## src/hw/hssc_map.svh

```systemverilog
// constants for the hot swap sequence control block
// assumes a 50 MHz clk_sys
`ifndef HSSC_MAP_SVH
`define HSSC_MAP_SVH
`define HSSC_CLK_MHZ 50
`define HSSC_ON_FILT_US 3
`define HSSC_ON_FILT_CYC (`HSSC_ON_FILT_US * `HSSC_CLK_MHZ)
`define HSSC_CNT_W 8
`define HSSC_TIMER_HIGH_MV 1300
`define HSSC_TIMER_LOW_MV 200
`define HSSC_LIMIT_MV 100
`define HSSC_RETRY_DUTY_PERMILLE 38
`endif

```

## src/hw/hssc_pkg.sv

```systemverilog
// types for the hot swap sequence control block
// assumes hssc_map.svh is on the include path
package hssc_pkg;
  typedef enum logic [2:0] {
    HSSC_SRC_NONE,
    HSSC_SRC_UP5,
    HSSC_SRC_UP60,
    HSSC_SRC_DN2,
    HSSC_SRC_DN100
  } hssc_src_t;

  typedef enum logic [2:0] {
    HSSC_FET_OFF,
    HSSC_FET_CHARGE,
    HSSC_FET_REGULATE,
    HSSC_FET_FULL
  } hssc_fet_t;
endpackage

```

## src/hw/hssc_top.sv

```systemverilog
// sequencing core of a hot swap controller: comparator levels in,
// fet drive command and timer current source select out
// assumes comparators are analog and asynchronous; supply_lockout is
// also expected to hold nrst low externally
// Operation
// fet held off until lockout, initial, enable
// stay reset while supply lockout active
// initial timing cycle after reset ends
// start hot swap only when enabled
// enable counts only after 3 us filter
// enable low: fet down, timer pull-down
// rising filtered enable starts hot swap
// charge until limit, then regulate
// overcurrent times fault with pull-up
// current drops early: full on, pull-down
// timer high under overcurrent: fault, fet off
// latch-off retries only after enable toggles
// auto-retry retries forever with cooldown
// timer watched via high and low comparators
// four timer current sources selectable
// initial: 5 uA up, then 100 uA down
// fault timing uses 60 uA pull-up
// auto-retry cools down with 2 uA sink
// retry mode strap sampled at reset
// comparators pass two-stage synchroniser
`timescale 1ns/1ps
`default_nettype none
`include "hssc_map.svh"
module hssc_top
  import hssc_pkg::*;
(
  // clock and reset
  input wire logic clk_sys,
  input wire logic nrst,
  // comparator outputs, asynchronous
  input wire logic supply_lockout,
  input wire logic enable_cmp,
  input wire logic limit_cmp,
  input wire logic fault_timing_cmp,
  input wire logic timer_high_cmp,
  input wire logic timer_low_cmp,
  // strap: high selects auto-retry
  input wire logic auto_retry_strap,
  // drive commands and status flags
  output logic [2:0] fet_drive,
  output logic fet_pull_down,
  output logic [2:0] timer_source,
  output logic fault_flag,
  output logic initial_done
);
  typedef enum logic [2:0] {
    HSSC_ST_LOCK,
    HSSC_ST_INIT_UP,
    HSSC_ST_INIT_DN,
    HSSC_ST_IDLE,
    HSSC_ST_RUN,
    HSSC_ST_ON,
    HSSC_ST_FAULT,
    HSSC_ST_COOL
  } hssc_st_e_t;

  typedef struct packed {
    hssc_st_e_t st;
    logic strap_done;
    logic auto_retry;
    logic [`HSSC_CNT_W-1:0] filt_cnt;
    logic en_filt;
    logic en_prev;
    hssc_fet_t fet;
    logic pull_down;
    hssc_src_t src;
    logic fault;
    logic init_done;
  } hssc_state_t;

  localparam logic [`HSSC_CNT_W-1:0] FILT_CYC = `HSSC_CNT_W'(`HSSC_ON_FILT_CYC);

  logic [5:0] sync_out;
  logic lock_s, en_s, lim_s, oc_s, th_s, tl_s;
  logic supply_ok_s;
  hssc_state_t s_r;
  hssc_state_t s_nxt;

  hssc_sync #(.W(6)) u_sync (
    .clk_sys(clk_sys),
    .nrst(nrst),
    .din({~supply_lockout, enable_cmp, limit_cmp, fault_timing_cmp,
      timer_high_cmp, timer_low_cmp}),
    .dout(sync_out)
  );

  assign {supply_ok_s, en_s, lim_s, oc_s, th_s, tl_s} = sync_out;
  // sync flops reset to 0, so carry supply-good: a fresh release reads as locked
  assign lock_s = ~supply_ok_s;

  always_comb
  begin
    s_nxt = s_r;
    // strap caught once, first cycle after release
    if (!s_r.strap_done)
    begin
      s_nxt.strap_done = 1'b1;
      s_nxt.auto_retry = auto_retry_strap;
    end
    // glitch filter: input must hold steady for the full window
    if (en_s == s_r.en_filt)
      s_nxt.filt_cnt = '0;
    else if (s_r.filt_cnt >= FILT_CYC - `HSSC_CNT_W'(1))
    begin
      s_nxt.filt_cnt = '0;
      s_nxt.en_filt = en_s;
    end
    else
      s_nxt.filt_cnt = s_r.filt_cnt + `HSSC_CNT_W'(1);
    s_nxt.en_prev = s_r.en_filt;

    unique case (s_r.st)
      HSSC_ST_LOCK:
      begin
        if (!lock_s)
          s_nxt.st = HSSC_ST_INIT_UP;
      end
      HSSC_ST_INIT_UP:
      begin
        if (tl_s)
          s_nxt.st = HSSC_ST_INIT_DN;
      end
      HSSC_ST_INIT_DN:
      begin
        if (!tl_s)
        begin
          s_nxt.st = HSSC_ST_IDLE;
          s_nxt.init_done = 1'b1;
        end
      end
      HSSC_ST_IDLE:
      begin
        // level start while fault is clear, edge start after a fault
        if (s_r.en_filt && (!s_r.fault || (!s_r.en_prev && s_r.en_filt)))
        begin
          s_nxt.st = HSSC_ST_RUN;
          s_nxt.fault = 1'b0;
        end
      end
      HSSC_ST_RUN:
      begin
        if (!s_r.en_filt)
          s_nxt.st = HSSC_ST_IDLE;
        else if (oc_s && th_s)
        begin
          s_nxt.fault = 1'b1;
          s_nxt.st = s_r.auto_retry ? HSSC_ST_COOL : HSSC_ST_FAULT;
        end
        else if (!oc_s && !lim_s && s_r.src == HSSC_SRC_UP60)
          s_nxt.st = HSSC_ST_ON;
      end
      HSSC_ST_ON:
      begin
        if (!s_r.en_filt)
          s_nxt.st = HSSC_ST_IDLE;
        else if (oc_s)
          s_nxt.st = HSSC_ST_RUN;
      end
      HSSC_ST_FAULT:
      begin
        // latch-off: wait for enable to drop before re-arming
        if (!s_r.en_filt)
          s_nxt.st = HSSC_ST_IDLE;
      end
      HSSC_ST_COOL:
      begin
        if (!s_r.en_filt)
          s_nxt.st = HSSC_ST_IDLE;
        else if (!tl_s && !th_s)
        begin
          s_nxt.st = HSSC_ST_RUN;
          s_nxt.fault = 1'b0;
        end
      end
    endcase
    if (lock_s)
    begin
      s_nxt.st = HSSC_ST_LOCK;
      s_nxt.init_done = 1'b0;
      s_nxt.fault = 1'b0;
    end

    // outputs registered from next state
    s_nxt.fet = HSSC_FET_OFF;
    s_nxt.pull_down = 1'b1;
    s_nxt.src = HSSC_SRC_DN100;
    unique case (s_nxt.st)
      HSSC_ST_INIT_UP: s_nxt.src = HSSC_SRC_UP5;
      HSSC_ST_RUN:
      begin
        s_nxt.pull_down = 1'b0;
        s_nxt.fet = lim_s ? HSSC_FET_REGULATE : HSSC_FET_CHARGE;
        s_nxt.src = oc_s ? HSSC_SRC_UP60 : HSSC_SRC_DN100;
      end
      HSSC_ST_ON:
      begin
        s_nxt.pull_down = 1'b0;
        s_nxt.fet = HSSC_FET_FULL;
      end
      HSSC_ST_COOL: s_nxt.src = HSSC_SRC_DN2;
      HSSC_ST_LOCK, HSSC_ST_INIT_DN, HSSC_ST_IDLE, HSSC_ST_FAULT:
        s_nxt.src = HSSC_SRC_DN100;
    endcase
  end

  always_ff @(posedge clk_sys)
  begin
    if (!nrst)
      s_r <= '{st: HSSC_ST_LOCK, fet: HSSC_FET_OFF, pull_down: 1'b1,
        src: HSSC_SRC_DN100, default: '0};
    else
      s_r <= s_nxt;
  end

  assign fet_drive = s_r.fet;
  assign fet_pull_down = s_r.pull_down;
  assign timer_source = s_r.src;
  assign fault_flag = s_r.fault;
  assign initial_done = s_r.init_done;

  chk_fet_held_off: assert property (@(posedge clk_sys) disable iff (!nrst)
    !s_r.init_done |-> s_r.pull_down && s_r.fet == HSSC_FET_OFF)
    else $error("fet driven before initial cycle done");
  chk_lockout_reset: assert property (@(posedge clk_sys) disable iff (!nrst)
    lock_s |=> s_r.st == HSSC_ST_LOCK && !s_r.init_done)
    else $error("not held in lockout");
  chk_enable_low_off: assert property (@(posedge clk_sys) disable iff (!nrst)
    !s_r.en_filt && s_r.init_done |=> s_r.pull_down && s_r.src != HSSC_SRC_UP60)
    else $error("fet not pulled down with enable low");
  chk_filter_len: assert property (@(posedge clk_sys) disable iff (!nrst)
    $rose(s_r.en_filt) |-> $past(en_s, 2) && $past(s_r.filt_cnt) == FILT_CYC - 1)
    else $error("enable filter too short");
  chk_fault_src: assert property (@(posedge clk_sys) disable iff (!nrst)
    s_r.st == HSSC_ST_RUN && oc_s && !th_s && s_r.en_filt && !lock_s
    |=> s_r.src == HSSC_SRC_UP60)
    else $error("fault timing source wrong");
  chk_fault_abort: assert property (@(posedge clk_sys) disable iff (!nrst)
    s_r.st == HSSC_ST_RUN && oc_s && th_s && s_r.en_filt && !lock_s
    |=> s_r.fault && s_r.pull_down)
    else $error("fault not aborted");
  chk_latch_hold: assert property (@(posedge clk_sys) disable iff (!nrst)
    s_r.st == HSSC_ST_FAULT && s_r.en_filt && !lock_s |=> s_r.st == HSSC_ST_FAULT)
    else $error("latch-off left without enable toggle");
  chk_cool_src: assert property (@(posedge clk_sys) disable iff (!nrst)
    s_r.st == HSSC_ST_COOL |-> s_r.src == HSSC_SRC_DN2 && s_r.auto_retry)
    else $error("cooldown source wrong");
  chk_init_up: assert property (@(posedge clk_sys) disable iff (!nrst)
    s_r.st == HSSC_ST_INIT_UP |-> s_r.src == HSSC_SRC_UP5)
    else $error("initial pull-up wrong");
  cov_full_on: cover property (@(posedge clk_sys) s_r.fet == HSSC_FET_FULL);
  cov_latch: cover property (@(posedge clk_sys) s_r.st == HSSC_ST_FAULT);
  cov_retry: cover property (@(posedge clk_sys)
    s_r.st == HSSC_ST_COOL ##1 s_r.st == HSSC_ST_RUN);
  cov_regulate: cover property (@(posedge clk_sys) s_r.fet == HSSC_FET_REGULATE);
endmodule // hssc_top
`default_nettype wire

```

## src/hw/hssc_sync.sv

```systemverilog
// two-stage synchroniser for a bundle of comparator levels
// assumes levels change slowly against clk_sys
`timescale 1ns/1ps
`default_nettype none
module hssc_sync
  import hssc_pkg::*;
#(
  parameter int W = 6
)
(
  // clock and reset
  input wire logic clk_sys,
  input wire logic nrst,
  // levels
  input wire logic [W-1:0] din,
  output logic [W-1:0] dout
);
  typedef struct packed {
    logic [W-1:0] meta;
    logic [W-1:0] sync;
  } hssc_sync_st_t;

  hssc_sync_st_t st_r;
  hssc_sync_st_t st_nxt;

  always_comb
  begin
    st_nxt = st_r;
    st_nxt.meta = din;
    st_nxt.sync = st_r.meta;
  end

  always_ff @(posedge clk_sys)
  begin
    if (!nrst)
      st_r <= '0;
    else
      st_r <= st_nxt;
  end

  assign dout = st_r.sync;
endmodule // hssc_sync
`default_nettype wire

```

## config.mk

```make
export PLATFORM = sky130hd
export DESIGN_NAME = hssc_top
export DESIGN_NICKNAME = d
export VERILOG_FILES = /design/src/hw/hssc_pkg.sv /design/src/hw/hssc_top.sv /design/src/hw/hssc_sync.sv
export VERILOG_INCLUDE_DIRS = /design/src /design/src/hw
export SDC_FILE = /design/constraint.sdc
export NUM_CORES = 1
export LEC_CHECK = 0
export ABC_AREA = 0
export BUFFER_PORTS_ARGS = -buffer_cell sky130_fd_sc_hd__clkbuf_2
export CAP_MARGIN = 30
export CORE_ASPECT_RATIO = 0.9
export CORE_MARGIN = 1
export CORE_UTILIZATION = 35
export CTS_CLUSTER_DIAMETER = 80
export DETAILED_ROUTE_END_ITERATION = 12
export GPL_ROUTABILITY_DRIVEN = 0
export PLACE_DENSITY = 0.56
export SYNTH_ARGS = -nofsm -noshare
export SYNTH_HDL_FRONTEND = slang
export SYNTH_SLANG_ARGS = --single-unit
```

## constraint.sdc

```tcl
create_clock -name clk_sys -period 5.1 [get_ports clk_sys]
set_clock_uncertainty 0.15 [all_clocks]
set_input_delay 0.765 -clock clk_sys [delete_from_list [all_inputs] [get_ports clk_sys]]
set_output_delay 0.765 -clock clk_sys [all_outputs]
set_load 0.02 [all_outputs]
```

==> Word level (Yosys, flattened, before mapping) <==
Index checks and enable logic that the tools add are counted.
{ "op_classes": {"add_sub_neg": 1, "magnitude_cmp": 1, "n_eq_ne": 18, "muxes": 24, "bitwise": 4, "reduce_logical": 20} }
{ "op_table": {"columns": ["op", "count"], "rows": [
  ["two-way mux 3 bit", 13],
  ["one-hot mux 3 bit (8 select lines)", 1],
  ["== test 3 bit (second input constant)", 7],
  ["!= test 2 bit (second input constant)", 5],
  ["== test 3 x 2 -> 1 bit (second input constant)", 3],
  ["one-hot mux 3 bit (3 select lines)", 1],
  ["adder 8 x 1 -> 8 bit (second input constant)", 1],
  [">= comparator 8 bit (second input constant)", 1],
  ["== test 3 x 1 -> 1 bit (second input constant)", 2],
  ["logical AND 1 bit", 6],
  ["logical NOT 1 bit", 6],
  ["two-way mux 1 bit", 6],
  ["one-hot mux 3 bit (2 select lines)", 1],
  ["AND reduction 2 bit", 3],
  ["AND reduction 6 bit", 1],
  ["NOT 1 bit", 4],
  ["logical NOT 3 bit", 1],
  ["one-hot mux 1 bit (3 select lines)", 1],
  ["nonzero test 3 bit", 1],
  ["OR reduction 3 bit", 1],
  ["two-way mux 2 bit", 1],
  ["== test 1 bit", 1],
  ["logical OR 1 bit", 1]
]} }
{ "word_totals": {"regBits": 36, "input_bits": 9, "out_inout_bits": 9, "word_cells": 81} }

==> Depth between registers and ports, before layout <==
Gate-level depths: netlist of the first run.
{ "logic_depth": {"ltp_word": 10, "mapped_depth": 7, "ltp_nobuf": 7} }

==> Modules after synthesis <==
A second synthesis of the first run with hierarchy kept.
{ "hier_totals": {"cells_unflattened": 152, "hier_area_um2": 1465.2} }
{ "by_module_without_submodules": {"columns": ["mod", "n_inst", "cells_each", "area_per_inst_um2", "seq_area_each_um2"], "rows": [
  ["hssc_top", 1, 127, 1128.6, 460.4],
  ["hssc_sync", 1, 25, 336.6, 240.2]
]} }

==> Worst setup path before layout of the first run <==
Ideal clock, no wire load.
{ "synth_timing": {"path_type": "input to register", "start": "input nrst", "end": "register s_r (netlist bit timer_source[2])", "setup_time_ns": 0.115, "arrival_time_ns": 1.467, "required_time_ns": 4.835, "setup_slack_ns": 3.368, "path_stages": 4, "n_path_buf": 0, "cell_sequence": "nand2_1 > nor3_1 > o21ai_1 > o21a_1"} }
{ "synth_rtl": {"columns": ["element", "line_no", "text"], "rows": [
  ["start, declared", "hssc_top.sv:34", "input wire logic nrst,"],
  ["end signal, assigned", "hssc_top.sv:214", "s_r <= '{st: HSSC_ST_LOCK, fet: HSSC_FET_OFF, pull_down: 1'b1,"],
  ["end signal, assigned", "hssc_top.sv:217", "s_r <= s_nxt;"],
  ["end, declared", "hssc_top.sv:81", "hssc_state_t s_r;"]
]} }

==> results of run 1 <==
-- flip-flops by register name, summed over array words and instances (netlist names) --
signal,count
u_sync.dout,6
fault_flag,1
fet_pull_down,1
fet_drive,2
u_sync.st_nxt,6
s_nxt,1
timer_source,3
s_r,14
initial_done,1
-- routing by layer --
layer	vias up	track usage
met5	-	0
met4	0	0.0587
met3	5	0.0432
met2	22	0.186
met1	449	0.150
li1	524	-
-- path summary, 6_finish.rpt --
| path | start | to | slack, ps | cells past startpoint |
|---|---|---|---|---|
| min reg2reg | u_sync.st_nxt[2] | u_sync.dout[2] | 290 | 1 |
| min | u_sync.st_nxt[2] | u_sync.dout[2] | 290 | 1 |
| max reg2reg | s_r[22] | fet_drive[1] | 3190 | 5 |
| max | nrst | timer_source[2] | 3180 | 5 |
-- layout make-up --
type,instances,area [um^2],area share
flip-flops and latches,35,701,0.427
multi-input cells,97,659,0.401
repair buffers,16,80.1,0.0487
clock buffers,5,68.8,0.0419
well taps,48,60.1,0.0366
clock inverters,3,43.8,0.0267
inverters,8,30.0,0.0183
-- cells in the mapped netlist (all sizes together) (2+ instances only) --
library cell and instances:
ha 3, nor2b 4, buf 10, nand2 7, inv 8, and3 2
o22ai 2, a21oi 3, mux2i 3, o21ai 3, xor2 5, dfxtp 35
nand3b 2, and2 12, nor2 18, xnor2 2, a31oi 3, nor3 5
nand3 5
-- where the power goes --
part / switching, mW / total [mW] / internal, mW
sequential: 0.00407 / 0.284 / 0.279
clock: 0.0990 / 0.244 / 0.145
combinational: 0.00839 / 0.0166 / 0.00816
total: 0.111 / 0.544 / 0.433
-- layout by cell type (no fill, tap or decap), drive strengths merged, types with 2 or more instances in the layout --
master	instances
a21oi	3
nor2	18
nand3	5
nand2	7
o22ai	2
nand3b	2
and3	2
nor3	5
inv	8
ha	3
o21ai	3
nor2b	4
xnor2	2
dfxtp	35
clkinv	2
mux2i	3
clkbuf	21
xor2	5
and2	12
a31oi	3
-- cell families (layout without fill, tap and decap cells) --
family | after synthesis | in the layout | synth area share
simple gates | 62 | 62 | 0.237
fa+ha+maj | 4 | 4 | 0.0322
buf+inv | 19 | 32 | 0.0788
other cells | 1 | 1 | 0.00254
xor+xnor | 7 | 7 | 0.0415
mux | 3 | 3 | 0.0203
compound gates | 20 | 20 | 0.113
flops | 35 | 35 | 0.475
-- stage by stage --
stage | hold slack [ps] | area (um^2) | utilization
2_1_floorplan | 262 | 1480 | -
3_3_place_gp | 267 | 1530 | 0.376
3_5_place_dp | 271 | 1530 | 0.376
4_1_cts | 288 | 1640 | 0.403
5_1_grt | 307 | 1640 | 0.403
6_report | 285 | 1640 | 0.403
-- worst reg2reg max path: stages, from the launching register on --
cell and delay (ps):
dfxtp_1 590, maj3_1 230, o22ai_1 80, or3_4 400, o21ai_0 240, a21oi_1 100
==> impl_metrics.env, run 1 <==
export IMPL_drt_iter0_markers=56
export IMPL_gr_total_overflow=0
export IMPL_routed_via_density=4.72
export IMPL_yosysUniqueCellTypes=42
export IMPL_seq_area_frac_synth=0.475
export IMPL_grt_usage=0.121
export IMPL_syn_area_um2=1480
export IMPL_setup_slack_ps=3180
export IMPL_rows=22
export IMPL_dr_wl_met2_mm=1.01
export IMPL_wl_per_cell_um=11.1
export IMPL_layoutNonFillerInstCount=212
export IMPL_grt_antenna_before_repair=0
export IMPL_cts_sinks=35
export IMPL_synth_main_ff_cell="dfxtp_1"
export IMPL_synth_cells=151
export IMPL_cts_inserted_buffers=5
export IMPL_clkTransAtPathRegs_ps=70
export IMPL_path_cells="clkbuf_2 -> nand2_1 -> nor3_1 -> o21ai_1 -> o21a_1"
export IMPL_maxSlewViolCount=0
export IMPL_yosysTopAreaCell="dfxtp_1"
export IMPL_fin_crit_ps=1920
export IMPL_power_density_nw_per_um2=331
export IMPL_rsz0062_at_grt="false"
export IMPL_coreArea_um2=4070
export IMPL_required_ps=5140
export IMPL_htree_levels=2
export IMPL_yosysWarningCount=0
export IMPL_synth_edf_count=0
export IMPL_fmax_mhz=520
export IMPL_crit_type="in2reg"
export IMPL_m1WireLength_mm=1.18
export IMPL_synth_area_per_cell_um2=9.78
export IMPL_die_w_um=70.5
export IMPL_drc=3
export IMPL_pin_count=18
export IMPL_insertion_delay_ps=280
export IMPL_port_buffers=16
export IMPL_status="finished with violations"
export IMPL_synth_nets=163
export IMPL_nets=175
export IMPL_drv_cap=0
export IMPL_grt_pass1_vias=966
export IMPL_ys_top_cells_by_area="dfxtp_1 47%, and2_1 5.1%, nor2_1 4.3%"
export IMPL_place_inst=204
export IMPL_wl_met3_um=115
export IMPL_grt_max_degree=20
export IMPL_cts_max_path_buffers=2
export IMPL_synthArstFlopShare=0
export IMPL_crit_path_start_kind="input port"
export IMPL_die_y_um=63.6
export IMPL_synth_top_area_frac=0.475
export IMPL_p_total_mw=0.544
export IMPL_end_kind="register"
export IMPL_post_cts_buffers=0
export IMPL_cp_slowest_stage_delay_ps=380
export IMPL_routed_via_count=1000
export IMPL_syn2layout_area_growth_pct=11.3
export IMPL_fill_cells=409
export IMPL_leakage_nw=0.642
export IMPL_highest_layer="met4"
export IMPL_cp_slowest_cell="nor3_1"
export IMPL_cts_resized=0
export IMPL_period_share=0.377
export IMPL_drive_gt1_frac=0.189
export IMPL_critPathBufInv=1
export IMPL_cts_tree="yes"
export IMPL_cp_max_fo=19
export IMPL_cts_root_buf="clkbuf_8"
export IMPL_holdBufCountCts=0
export IMPL_holdCritPathClass="reg2reg"
export IMPL_place_hpwl_mm=1.70
export IMPL_grt_pass1_wl_mm=4.21
export IMPL_drtPass1Iterations=8
export IMPL_pre_cts_slack_ps=2870
export IMPL_setup_violations=0
export IMPL_vdd_drop_max_mv=0.156
export IMPL_n_antenna_cell=0
export IMPL_crit_arrival_ps=1960
export IMPL_yosys_register_bits=35
export IMPL_wirelength_mm=2.35
export IMPL_ant_nets=0
export IMPL_dieArea_um2=4480
export IMPL_finalHoldViolations=0
export IMPL_start_util=0.362
export IMPL_violations="design-rule violations"
export IMPL_tns_ps=0
export IMPL_crit_family="simple AND/OR/NAND/NOR gates"
Power figures use the tool's default switching activity.
==> run 2: changes to the inputs <==
==> constraint.sdc (replaced) <==
create_clock -name clk_sys -period 1.8 [get_ports clk_sys]
set_clock_uncertainty 0.15 [all_clocks]
set_input_delay 0.27 -clock clk_sys [delete_from_list [all_inputs] [get_ports clk_sys]]
set_output_delay 0.27 -clock clk_sys [all_outputs]
set_load 0.02 [all_outputs]
==> impl_metrics.env, run 2 (synthesis results as in run 1) <==
export IMPL_crit_type="reg2reg"
export IMPL_crit_arrival_ps=1840
export IMPL_grt_pass1_wl_mm=4.48
export IMPL_port_buffers=16
export IMPL_pin_count=18
export IMPL_cts_sinks=35
export IMPL_power_density_nw_per_um2=809
export IMPL_n_antenna_cell=0
export IMPL_cts_tree="yes"
export IMPL_grt_max_degree=19
export IMPL_largest_reg_flops=14
export IMPL_finalHoldViolations=0
export IMPL_fill_cells=410
export IMPL_crit_path_start_kind="register"
export IMPL_clkTransAtPathRegs_ps=80
export IMPL_pre_cts_slack_ps=-14.3
export IMPL_routed_via_density=4.66
export IMPL_die_w_um=70.5
export IMPL_place_inst=211
export IMPL_setup_slack_ps=4.99
export IMPL_end_kind="register"
export IMPL_drc=3
export IMPL_cts_inserted_buffers=5
export IMPL_cp_max_fo=6
export IMPL_drv_cap=0
export IMPL_reg2reg_setup_slack_ps=5
export IMPL_wirelength_mm=2.73
export IMPL_syn2layout_area_growth_pct=20.6
export IMPL_dieArea_um2=4480
export IMPL_layout_common_cells="29 x dfxtp_1, 17 x nor2_1, 16 x clkbuf_2"
export IMPL_drtPass1Iterations=8
export IMPL_leakage_nw=0.715
export IMPL_holdCritPathClass="in2reg"
export IMPL_final_common_cell="dfxtp_1"
export IMPL_post_route_util=0.437
export IMPL_die_y_um=63.6
export IMPL_drt_iter0_markers=67
export IMPL_maxSlewViolCount=0
export IMPL_layoutNonFillerInstCount=227
export IMPL_vdd_drop_max_mv=0.473
export IMPL_violations="design-rule violations"
export IMPL_insertion_delay_ps=290
export IMPL_status="finished with violations"
export IMPL_setup_violations=0
export IMPL_gr_total_overflow=0
export IMPL_cts_root_buf="clkbuf_8"
export IMPL_period_share=0.997
export IMPL_rsz0062_at_grt="true"
export IMPL_coreArea_um2=4070
export IMPL_cts_max_path_buffers=2
export IMPL_ant_nets=0
export IMPL_rows=22
export IMPL_fmax_mhz=557
export IMPL_start_util=0.362
export IMPL_grt_pass1_vias=939
export IMPL_place_hpwl_mm=1.85
export IMPL_required_ps=1840
export IMPL_grt_usage=0.131
export IMPL_grt_antenna_before_repair=0
export IMPL_wl_per_cell_um=12.0
export IMPL_fin_crit_ps=1800
export IMPL_htree_levels=2
export IMPL_routed_via_count=1057
export IMPL_drive_gt1_frac=0.307
export IMPL_top_register="s_r"
export IMPL_nets=190
-- run 2: worst paths after layout --
check,startpoint,to,cells after the start
max,s_r[21],timer_source[2],6
min,limit_cmp,u_sync.st_nxt[3],2
max reg2reg,s_r[21],timer_source[2],6
min reg2reg,u_sync.st_nxt[2],u_sync.dout[2],1
-- run 2: metal layers --
layer | vias up | global-route usage | routed length (um)
li1 | 552 | - | -
met1 | 476 | 0.185 | 1380
met2 | 24 | 0.174 | 1190
met3 | 5 | 0.0496 | 119
met4 | 0 | 0.0612 | 51
met5 | - | 0 | 0
-- run 2: final cells by class --
cell class / count / area [um^2] / share of cell area
repair buffers: 31 / 203 / 0.114
flip-flops and latches: 35 / 713 / 0.401
well taps: 48 / 60.1 / 0.0337
inverters: 8 / 30.0 / 0.0169
clock inverters: 3 / 23.8 / 0.0134
clock buffers: 5 / 68.8 / 0.0387
multi-input cells: 97 / 682 / 0.383
-- run 2: through the flow --
stage               area (um^2)  setup TNS (ps)  hold WS [ps]  power (mW)
global route               1780            -147          23.4        1.51
floorplan                  1480               0           148       0.854
finish                     1780               0          34.0        1.44
detailed placement         1580           -14.3           268       0.872
global placement           1580               0           264       0.870
CTS                        1700               0          28.3        1.46
-- run 2: what timing repair did --
item | 4_1_cts | 5_1_grt
pin swaps | 4 | 4
setup endpoints to repair | 1 | 13
gates resized for setup | 3 | 14
endpoints found under the hold margin | 1 | 0
setup buffers | 1 | 6
hold buffers | 1 | 0
-- run 2: power breakdown --
part / total [mW] / switching (mW) / internal, mW / leakage [nW]
clock network: 0.580 / 0.304 / 0.276 / 0.0408
logic: 0.0604 / 0.0287 / 0.0316 / 0.385
registers: 0.800 / 0.0109 / 0.789 / 0.289
total: 1.44 / 0.343 / 1.10 / 0.715
-- run 2: critical path: stages (launching register included) --
cell,delay (ps)
dfxtp_4,360
buf_6,120
nor2_4,150
a32oi_2,150
o32ai_4,440
o2111ai_2,190
o21a_1,140
==> run 3: changes to the inputs <==
--- a/config.mk
+++ b/config.mk
@@ -18,4 +18,5 @@
 export PLACE_DENSITY = 0.56
 export SYNTH_ARGS = -nofsm -noshare
 export SYNTH_HDL_FRONTEND = slang
+export SYNTH_HIERARCHICAL = 1
 export SYNTH_SLANG_ARGS = --single-unit
==> impl_metrics.env, run 3 <==
export IMPL_status="complete, no violations"
export IMPL_path_cells="and2_4 -> a311oi_2 -> o21ai_1 -> a211o_1 -> mux2i_1 -> o21a_1"
export IMPL_htree_levels=2
export IMPL_coreArea_um2=3860
export IMPL_required_ps=1830
export IMPL_synth_top_area_frac=0.478
export IMPL_drc=0
export IMPL_synth_top_family_by_area="simple AND/OR/NAND/NOR gates"
export IMPL_fmax_mhz=571
export IMPL_yosysUniqueCellTypes=38
export IMPL_grt_antenna_before_repair=0
export IMPL_ant_nets=0
export IMPL_setup_violations=0
export IMPL_leakage_nw=0.704
export IMPL_maxSlewViolCount=0
export IMPL_period_share=0.974
export IMPL_layoutNonFillerInstCount=217
export IMPL_seq_area_frac_synth=0.478
export IMPL_layout_common_cells="28 x dfxtp_1, 16 x clkbuf_2, 14 x nor2_1"
export IMPL_yosysTopAreaCell="dfxtp_1"
export IMPL_yosysWarningCount=6
export IMPL_cts_inserted_buffers=5
export IMPL_worstHoldStart="fault_timing_cmp"
export IMPL_cts_max_path_buffers=2
export IMPL_synth_compound_area_frac=0.114
export IMPL_synth_edf_count=0
export IMPL_vdd_drop_max_mv=0.452
export IMPL_drtPass1Iterations=4
export IMPL_nets=182
export IMPL_synthArstFlopShare=0
export IMPL_synth_simple_area_share=0.237
export IMPL_syn2layout_area_growth_pct=16.3
export IMPL_port_buffers=16
export IMPL_cp_slowest_cell="a211o_1"
export IMPL_rows=21
export IMPL_tns_ps=0
export IMPL_min_to="u_sync/st_nxt[2]"
export IMPL_wl_per_cell_um=11.4
export IMPL_start_util=0.379
export IMPL_die_w_um=70.2
export IMPL_cts_tree="yes"
export IMPL_seq_area_um2=709
export IMPL_power_density_nw_per_um2=863
export IMPL_final_common_cell="dfxtp_1"
export IMPL_place_inst=207
export IMPL_crit_path_start_kind="register"
export IMPL_reg2reg_depth=6
export IMPL_cp_max_fo=5
export IMPL_rsz0062_at_grt="true"
export IMPL_multi_input_area_um2=686
export IMPL_synth_nets=164
export IMPL_wirelength_mm=2.48
export IMPL_setup_slack_ps=47.5
export IMPL_end_kind="register"
export IMPL_p_total_mw=1.47
export IMPL_routed_via_count=1027
export IMPL_grt_max_degree=21
export IMPL_clkTransAtPathRegs_ps=70
export IMPL_synthTopCellsByCount="35 x dfxtp_1, 14 x nor2_1, 9 x nand2_1"
export IMPL_muxShareOfSynthArea=0.0205
export IMPL_die_y_um=63.4
export IMPL_pin_count=18
export IMPL_synth_xor_area_share=0.0418
export IMPL_post_route_util=0.441
export IMPL_fill_cells=370
export IMPL_insertion_delay_ps=280
export IMPL_reg2reg_setup_slack_ps=50
export IMPL_r2r_end="timer_source[1]"
export IMPL_syn_area_um2=1470
export IMPL_ys_top_cells_by_area="dfxtp_1 48%, and2_2 4.1%, nor2_1 3.6%"
export IMPL_drt_iter0_markers=46
export IMPL_n_antenna_cell=0
export IMPL_fin_crit_ps=1750
export IMPL_cp_slowest_stage_delay_ps=380
export IMPL_holdCritPathClass="in2reg"
export IMPL_finalHoldViolations=0
export IMPL_pre_cts_slack_ps=-41.2
export IMPL_largest_reg_flops=14
export IMPL_place_hpwl_mm=1.71
export IMPL_synth_fa_ha_area_frac=0.0325
export IMPL_synth_area_per_cell_um2=9.64
export IMPL_grt_usage=0.126
export IMPL_cts_root_buf="clkbuf_8"
export IMPL_hold_depth=2
export IMPL_dieArea_um2=4450
export IMPL_dpl_instance_area_um2=1550
export IMPL_grt_pass1_vias=1025
export IMPL_final_area_um2=1700
export IMPL_synth_most_common_cell="dfxtp_1"
export IMPL_whs_ps=43.7
export IMPL_grt_pass1_wl_mm=4.43
export IMPL_crit_type="reg2reg"
export IMPL_gr_total_overflow=0
export IMPL_drive_gt1_frac=0.298
export IMPL_crit_arrival_ps=1780
export IMPL_rr_startpoint="u_sync/dout[2]"
export IMPL_routed_via_density=4.73
export IMPL_synth_cells=152
export IMPL_top_register="s_r"
export IMPL_drv_cap=0
export IMPL_synth_main_ff_cell="dfxtp_1"
export IMPL_yosys_register_bits=35
export IMPL_cts_sinks=35
==> run 3: what timing repair did <==
item / CTS / global route
setup endpoints to repair: 2 / 5
pin swaps: 1 / 3
gates resized for setup: 6 / 5
hold buffers: 0 / 0
setup buffers: 0 / 2
==> run 3: worst max-delay path: cells and delay by family, from the launching register on <==
family,cells,cell delay (ps)
AOI/OAI and AO/OA,4,840
DFF,1,340
muxes,1,150
and+or+nand+nor,1,170
==> run 3: kinds of logic after synthesis <==
logic type               count (synthesis)
flip-flops                              35
multiplexers                             3
AO/OA/AOI/OAI                           23
other                                    1
buffers and inverters                   18
XOR/XNOR                                 7
AND/OR/NAND/NOR                         61
adder cells (fa/ha/maj)                  4
==> run 3: how the worst max path moves through the flow <==
| stage | startpoint | slack (ps) | cells past startpoint | endpoint |
|---|---|---|---|---|
| global route | u_sync/dout[2] | -30 | 6 | timer_source[1] |
| global placement | u_sync/dout[2] | 60 | 6 | timer_source[1] |
| CTS | u_sync/dout[2] | 9 | 6 | timer_source[1] |
| detailed placement | u_sync/dout[2] | -40 | 6 | timer_source[1] |
| finish | u_sync/dout[2] | 50 | 6 | timer_source[1] |
| floorplan | u_sync/dout[2] | 110 | 6 | timer_source[1] |
==> run 3: final cells by class <==
| class | count | area share |
|---|---|---|
| sequential | 35 | 0.416 |
| tap | 46 | 0.0338 |
| clock buffer | 7 | 0.0565 |
| timing repair buffer | 21 | 0.0690 |
| inverter | 8 | 0.0176 |
| multi-input combinational | 99 | 0.402 |
| clock inverter | 1 | 0.00441 |
==> run 3: where the power goes <==
group	switching, mW	internal, mW	leakage [nW]
Sequential	0.0130	0.793	0.289
Combinational	0.0243	0.0277	0.364
Clock	0.266	0.348	0.0505
==> run 3: layer usage <==
| layer | up-vias | track usage | wire (um) |
|---|---|---|---|
| li1 | 531 | - | - |
| met1 | 456 | 0.149 | 1150 |
| met2 | 33 | 0.207 | 1130 |
| met3 | 7 | 0.0400 | 153 |
| met4 | 0 | 0.0600 | 52 |
| met5 | - | 0 | 0 |
